--- src/hdl/vit_consts.svh ---
// Constants for the voltage identification code transmitter
`ifndef VIT_CONSTS_SVH
`define VIT_CONSTS_SVH
`define VIT_CODE_W        6
`define VIT_LINES_W       6
`define VIT_SEL_W         2
`define VIT_SEL_PARALLEL  2'h0
`define VIT_SEL_TWO_PHASE 2'h1
`define VIT_STROBE_BIT    5
`define VIT_DATA_LSB      2
`define VIT_CLK_PERIOD_NS 10
`define VIT_PHASE_NS      1000
`define VIT_PHASE_CYC     ((`VIT_PHASE_NS + `VIT_CLK_PERIOD_NS - 1) / `VIT_CLK_PERIOD_NS)
`define VIT_CNT_W         16
`endif

--- src/hdl/vit_pkg.sv ---
// Types for the voltage identification code transmitter
`include "vit_consts.svh"
package vit_pkg;
	typedef enum logic [2:0] {
		VIT_ST_RESET  = 3'b000,
		VIT_ST_PAR    = 3'b001,
		VIT_ST_LOW    = 3'b010,
		VIT_ST_HIGH   = 3'b011,
		VIT_ST_DONE   = 3'b100,
		VIT_ST_HOLD   = 3'b101
	} vit_state_t;

	typedef struct packed {
		logic [`VIT_LINES_W-1:0] out;
		logic [`VIT_LINES_W-1:0] oe;
	} vit_lines_t;
endpackage

--- src/hdl/vit_transmitter.sv ---
// Voltage identification code transmitter over open-drain control lines
`timescale 1ns/1ps
`include "vit_consts.svh"
module vit_transmitter #(
	parameter int unsigned PHASE_CYC = `VIT_PHASE_CYC
) (
	input  wire logic                          I_CLK,
	input  wire logic                          I_RST_N,
	input  wire logic [`VIT_CODE_W-1:0]        I_VOLTAGE_IDENT_CODE,
	input  wire logic [`VIT_SEL_W-1:0]         I_CODE_INTERFACE_SELECT,
	input  wire logic [`VIT_LINES_W-1:0]       I_VOLTAGE_CONTROL_LINES,
	output logic      [`VIT_LINES_W-1:0]       O_VOLTAGE_CONTROL_LINES,
	output logic      [`VIT_LINES_W-1:0]       O_VOLTAGE_CONTROL_LINES_OE,
	output logic                               O_TRANSFER_DONE,
	output logic                               O_SELECT_INVALID
);
	import vit_pkg::*;

	// Select pins come from straps off chip, so synchronise first
	logic [`VIT_SEL_W-1:0]  sel_m_q;
	logic [`VIT_SEL_W-1:0]  sel_s_q;
	vit_state_t             state_q;
	vit_state_t             state_d;
	logic [`VIT_CNT_W-1:0]  cnt_q;
	logic [`VIT_CNT_W-1:0]  cnt_d;
	logic [`VIT_CODE_W-1:0] code_q;
	logic [`VIT_CODE_W-1:0] code_d;
	vit_lines_t             lines_q;
	vit_lines_t             lines_d;
	logic                   done_q;
	logic                   done_d;
	logic                   bad_q;
	logic                   bad_d;
	logic                   unused_in;

	// Line inputs exist only for pin completeness
	assign unused_in = ^I_VOLTAGE_CONTROL_LINES;

	// No reset here: straps must be through both stages by reset release
	always_ff @(posedge I_CLK) begin
		sel_m_q <= I_CODE_INTERFACE_SELECT;
		sel_s_q <= sel_m_q;
	end

	// Open drain: oe high pulls low, so oe is the inverse of the bit
	function automatic vit_lines_t drive(input logic [`VIT_LINES_W-1:0] bits,
		input logic [`VIT_LINES_W-1:0] used);
		vit_lines_t l;
		l.out = `VIT_LINES_W'h0;
		l.oe  = ~bits & used;
		return l;
	endfunction

	localparam logic [`VIT_LINES_W-1:0] ALL_USED = `VIT_LINES_W'h3F;
	localparam logic [`VIT_LINES_W-1:0] TP_USED  = `VIT_LINES_W'h3C;

	always_comb begin
		state_d = state_q;
		cnt_d   = cnt_q;
		code_d  = code_q;
		lines_d = lines_q;
		done_d  = done_q;
		bad_d   = bad_q;
		unique case (state_q)
			VIT_ST_RESET: begin
				// Wait for the strap synchroniser to fill before deciding
				state_d = VIT_ST_HOLD;
			end
			VIT_ST_HOLD: begin
				code_d = I_VOLTAGE_IDENT_CODE;
				cnt_d  = `VIT_CNT_W'h0;
				if (sel_s_q == `VIT_SEL_PARALLEL) begin
					state_d = VIT_ST_PAR;
				end else if (sel_s_q == `VIT_SEL_TWO_PHASE) begin
					state_d = VIT_ST_LOW;
				end else begin
					// Reserved strap: stay released and flag it
					bad_d   = 1'b1;
					state_d = VIT_ST_DONE;
				end
			end
			VIT_ST_PAR: begin
				lines_d = drive(code_q, ALL_USED);
				done_d  = 1'b1;
				state_d = VIT_ST_DONE;
			end
			VIT_ST_LOW: begin
				lines_d = drive({1'b0, code_q[2:0], 2'b11}, TP_USED);
				cnt_d   = cnt_q + `VIT_CNT_W'h1;
				if (cnt_q == PHASE_CYC[`VIT_CNT_W-1:0] - `VIT_CNT_W'h1) begin
					cnt_d   = `VIT_CNT_W'h0;
					state_d = VIT_ST_HIGH;
				end
			end
			VIT_ST_HIGH: begin
				lines_d = drive({1'b1, code_q[5:3], 2'b11}, TP_USED);
				done_d  = 1'b1;
				state_d = VIT_ST_DONE;
			end
			VIT_ST_DONE: begin
				// Terminal until next reset, so the transfer never repeats
				state_d = VIT_ST_DONE;
			end
			default: state_d = VIT_ST_RESET;
		endcase
	end

	always_ff @(posedge I_CLK) begin
		if (!I_RST_N) begin
			state_q <= VIT_ST_RESET;
			cnt_q   <= `VIT_CNT_W'h0;
			code_q  <= `VIT_CODE_W'h0;
			lines_q <= '0;
			done_q  <= 1'b0;
			bad_q   <= 1'b0;
		end else begin
			state_q <= state_d;
			cnt_q   <= cnt_d;
			code_q  <= code_d;
			lines_q <= lines_d;
			done_q  <= done_d;
			bad_q   <= bad_d;
		end
	end

	assign O_VOLTAGE_CONTROL_LINES    = lines_q.out;
	assign O_VOLTAGE_CONTROL_LINES_OE = lines_q.oe;
	assign O_TRANSFER_DONE            = done_q;
	assign O_SELECT_INVALID           = bad_q;

	// Checker helper: cycles for which the strobe line has been pulled low
	logic [`VIT_CNT_W-1:0] chk_low_q;
	logic [`VIT_CNT_W-1:0] chk_low_d;

	always_comb begin
		chk_low_d = chk_low_q + `VIT_CNT_W'h1;
		if (!lines_q.oe[`VIT_STROBE_BIT]) begin
			chk_low_d = `VIT_CNT_W'h0;
		end
	end

	always_ff @(posedge I_CLK) begin
		if (!I_RST_N) begin
			chk_low_q <= `VIT_CNT_W'h0;
		end else begin
			chk_low_q <= chk_low_d;
		end
	end
endmodule

--- config.mk ---
export PLATFORM = sky130hd
export DESIGN_NAME = vit_transmitter
export DESIGN_NICKNAME = d
export VERILOG_FILES = /design/src/hdl/vit_pkg.sv /design/src/hdl/vit_transmitter.sv
export VERILOG_INCLUDE_DIRS = /design/src /design/src/hdl
export SDC_FILE = /design/constraint.sdc
export NUM_CORES = 1
export LEC_CHECK = 0
export ABC_AREA = 1
export ABC_CLOCK_PERIOD_IN_PS = 3500
export BUFFER_PORTS_ARGS = -buffer_cell sky130_fd_sc_hd__buf_2
export CAP_MARGIN = 20
export CORE_ASPECT_RATIO = 0.9
export CORE_MARGIN = 5
export CORE_UTILIZATION = 50
export CTS_BUF_LIST = sky130_fd_sc_hd__clkbuf_8
export DETAILED_ROUTE_END_ITERATION = 7
export MAX_ROUTING_LAYER = met4
export PLACE_DENSITY = 0.72
export SYNTH_ARGS = -nofsm -noshare
export SYNTH_HDL_FRONTEND = slang
export SYNTH_SLANG_ARGS = --single-unit
--- constraint.sdc ---
create_clock -name I_CLK -period 3.5 [get_ports I_CLK]
set_input_delay 0.175 -clock I_CLK [delete_from_list [all_inputs] [get_ports I_CLK]]
set_output_delay 0.175 -clock I_CLK [all_outputs]
set_load 0.05 [all_outputs]
==> impl_metrics.tcl <==
set metrics [dict create \
    criticalPathCategory "register to register" \
    grt_pass1_wl_mm 6.237 \
    grt_usage_pct 17.22 \
    fp.dieW_um 73.52 \
    power_frac_clock_pct 37.7 \
    place_hpwl_mm 2.536 \
    fin_crit_sh_pct 40.39 \
    regArea_um2 740.7 \
    hold_class "primary input to register" \
    synth_top_area_cell "dfxtp_1" \
    post-cts-setup-buffers 0 \
    layout.nets 285 \
    fp.dieH_um 67.17 \
    slowest_stage "dfxtp_1" \
    synth_top_area_share_pct 40.80 \
    cp.buffers_inverters 0 \
    cts.sinks 37 \
    start_kind "register" \
    ys_ff_latch 37 \
    swShare_pct 27.19 \
    ioPinCount 30 \
    h-tree-depth 2 \
    die_area_um2 4938 \
    portBuffers 17 \
    slew_viol_final 0 \
    wl_per_cell_um 11.30 \
    ys_types 32 \
    min_path_cells 3 \
    power_switching_mw 0.2387 \
    n_fill_cell 323 \
    p_leak_nw 0.8540 \
    stdcell_area_um2 2038 \
    post-route-drc-count 0 \
    max_stage_delay_ns 0.38 \
    clock.fmax_mhz 707.4 \
    synth_cells 246 \
    dpl_cell_area_um2 1917 \
    crit_chain "ha_1 > nand2_2 > nor2_4 > nand2_1 > nor2_4 > xnor2_1 > nor2_1" \
    synth_edf_count 0 \
    cp_num_cells 7 \
    row_count 20 \
    vdd_drop_max_mv 0.3001 \
    antennaDiodeCount 0 \
    yosysWarnings 0 \
    ys.flop_type "dfxtp_1" \
    critical_path.top_delay_family "simple AND/OR/NAND/NOR gates" \
    core_area_um2 3428 \
    slew-limit-headroom_pct 64.83 \
    status "complete, no violations" \
    fin_skew_ns 0.008161 \
    grt_pass1_vias 1395 \
    drive_gt1_share_pct 16.73 \
    root_buffer "clkbuf_8" \
    fin_setup_tns_ns 0 \
    grt_max_degree 17 \
    clockBufferDepth 2 \
    synth.yosys.seq_area_share_pct 40.80 \
    period_minus_slack_ns 1.414 \
    dr_total_vias 1519 \
    end_kind "register" \
    seqPwrFrac_pct 50.8 \
    antenna_found_initial 0 \
    synth_area_leaders "dfxtp_1, nand2_1, nor2_1" \
    cts_inserted_buffers 5 \
    start_util_pct 52.96 \
    multi_input_area_um2 933.4 \
    crit_fanout 5 \
    maxCapViolCount 0 \
    drt_iter0_markers 65 \
    grt_use_met1_pct 21.28 \
    wirelength_mm 3.538 \
    pwr_density_cell_nw_per_um2 430.7 \
    overflow 0 \
    area_delta_synth_final_pct 12.27 \
    top_usage_layer "met2" \
    syn_avg_cell_area_um2 7.380 \
    grtUsageMet2_pct 25.66 \
    tightest_slew_ns 0.5269 \
    cts_tree "yes" \
    synth_area_um2 1815 \
    reg2reg_depth 7 \
    routed_via_density 4.853 \
    clock_latency_ns 0.30 \
    final_cell_mix "nand2_1, dfxtp_1, nor2_1, inv_1, a21oi_1" \
    crit_required_ns 3.69 \
    synth_async_sr_flop_share_pct 0 \
    clk_pin_slew_worst_paths_ns 0.08 \
    setup_viol 0 \
    place_congestion 0.8006 \
    p_int_mw 0.6391 \
    final_common_cell "nand2_1" \
    worstPathArrival_ns 1.61 \
    grtUsageMet3_pct 6.101 \
    share_comb_of_total_power_pct 11.6 \
    rsz0062_at_grt "no" \
    hold_viol 0 \
    ant_nets 0 \
    drt-pass1-iter-count 4 \
    worst_path_most_repeated_cell "nor2_4" \
]
## cells in the mapped netlist, drive strengths merged (4+ instances only)
| master | count |
|---|---|
| nor2 | 42 |
| o21ai | 13 |
| inv | 26 |
| xor2 | 4 |
| a21oi | 23 |
| nand2 | 63 |
| buf | 7 |
| dfxtp | 37 |
| nand3 | 10 |
## sequential cells by signal (all words and copies together) (netlist names)
register                    cells
sel_m_q                         2
cnt_q                          16
O_TRANSFER_DONE                 1
O_VOLTAGE_CONTROL_LINES_OE      6
O_SELECT_INVALID                1
sel_s_q                         2
state_q                         3
code_q                          6
## cell families after synthesis
family | share of synthesized area, %
and+or+nand+nor | 32.87
DFF | 40.80
AOI/OAI and AO/OA | 13.23
xor gates and xnor gates | 3.377
buffers and inverters | 8.821
other | 0.2066
adders and majority gates | 0.6891
## stage by stage
stage               setup WS, ns  hold slack (ns)  total power [mW]  utilization (%)  std cells
finish                     2.086           0.1445            0.8778            59.45        313
global route               1.912           0.1525            0.9198            59.45        313
CTS                        2.074           0.1477            0.8865            59.45        313
detailed placement         2.082           0.2796            0.5550            55.91        303
global placement           2.103           0.2779            0.5537            55.91        303
floorplan                  2.204           0.2027            0.5384                -        251
## path summary, 6_finish.rpt
path | slack (ns) | to | start
worst max-delay path | 2.09 | cnt_q[10] | cnt_q[1]
worst min register to register | 0.32 | sel_s_q[0] | sel_m_q[0]
worst max register to register | 2.09 | cnt_q[10] | cnt_q[1]
worst min-delay path | 0.14 | code_q[5] | I_VOLTAGE_IDENT_CODE[5]
## layer usage
| metal | part of all wire [%] | wire (um) | vias to the layer above |
|---|---|---|---|
| li1 | - | - | 813 |
| met1 | 50 | 1775 | 675 |
| met2 | 42 | 1499 | 24 |
| met3 | 5.6 | 198 | 7 |
| met4 | 1.8 | 64 | 0 |
| met5 | 0 | 0 | - |
## layout make-up
cell class | instances | share of cell area, %
Clock buffer | 7 | 4.727
Timing Repair Buffer | 19 | 5.157
Multi-Input combinational cell | 179 | 45.80
Inverter | 26 | 5.034
Tap cell | 44 | 2.701
Clock inverter | 1 | 0.2455
Sequential cell | 37 | 36.34
## timing repair
item	CTS	global route
hold endpoints to repair	2	0
hold buffers	2	0
gates resized for setup	0	0
## worst reg2reg max path, stage by stage (launching register included)
cell and delay (ns):
dfxtp_1 0.38, ha_1 0.24, nand2_2 0.09, nor2_4 0.17, nand2_1 0.15, nor2_4 0.13
xnor2_1 0.11, nor2_1 0.05
## power by group through the flow
stage / Sequential [mW] / Combinational (mW) / Clock, mW
final: 0.446 / 0.101 / 0.330
after global routing: 0.448 / 0.112 / 0.360
after CTS: 0.446 / 0.102 / 0.339
after detailed placement: 0.456 / 0.0992 / 0
after global placement: 0.455 / 0.0982 / 0
after floorplan: 0.478 / 0.0609 / 0
Note: power is estimated with default switching activity, not from simulation.
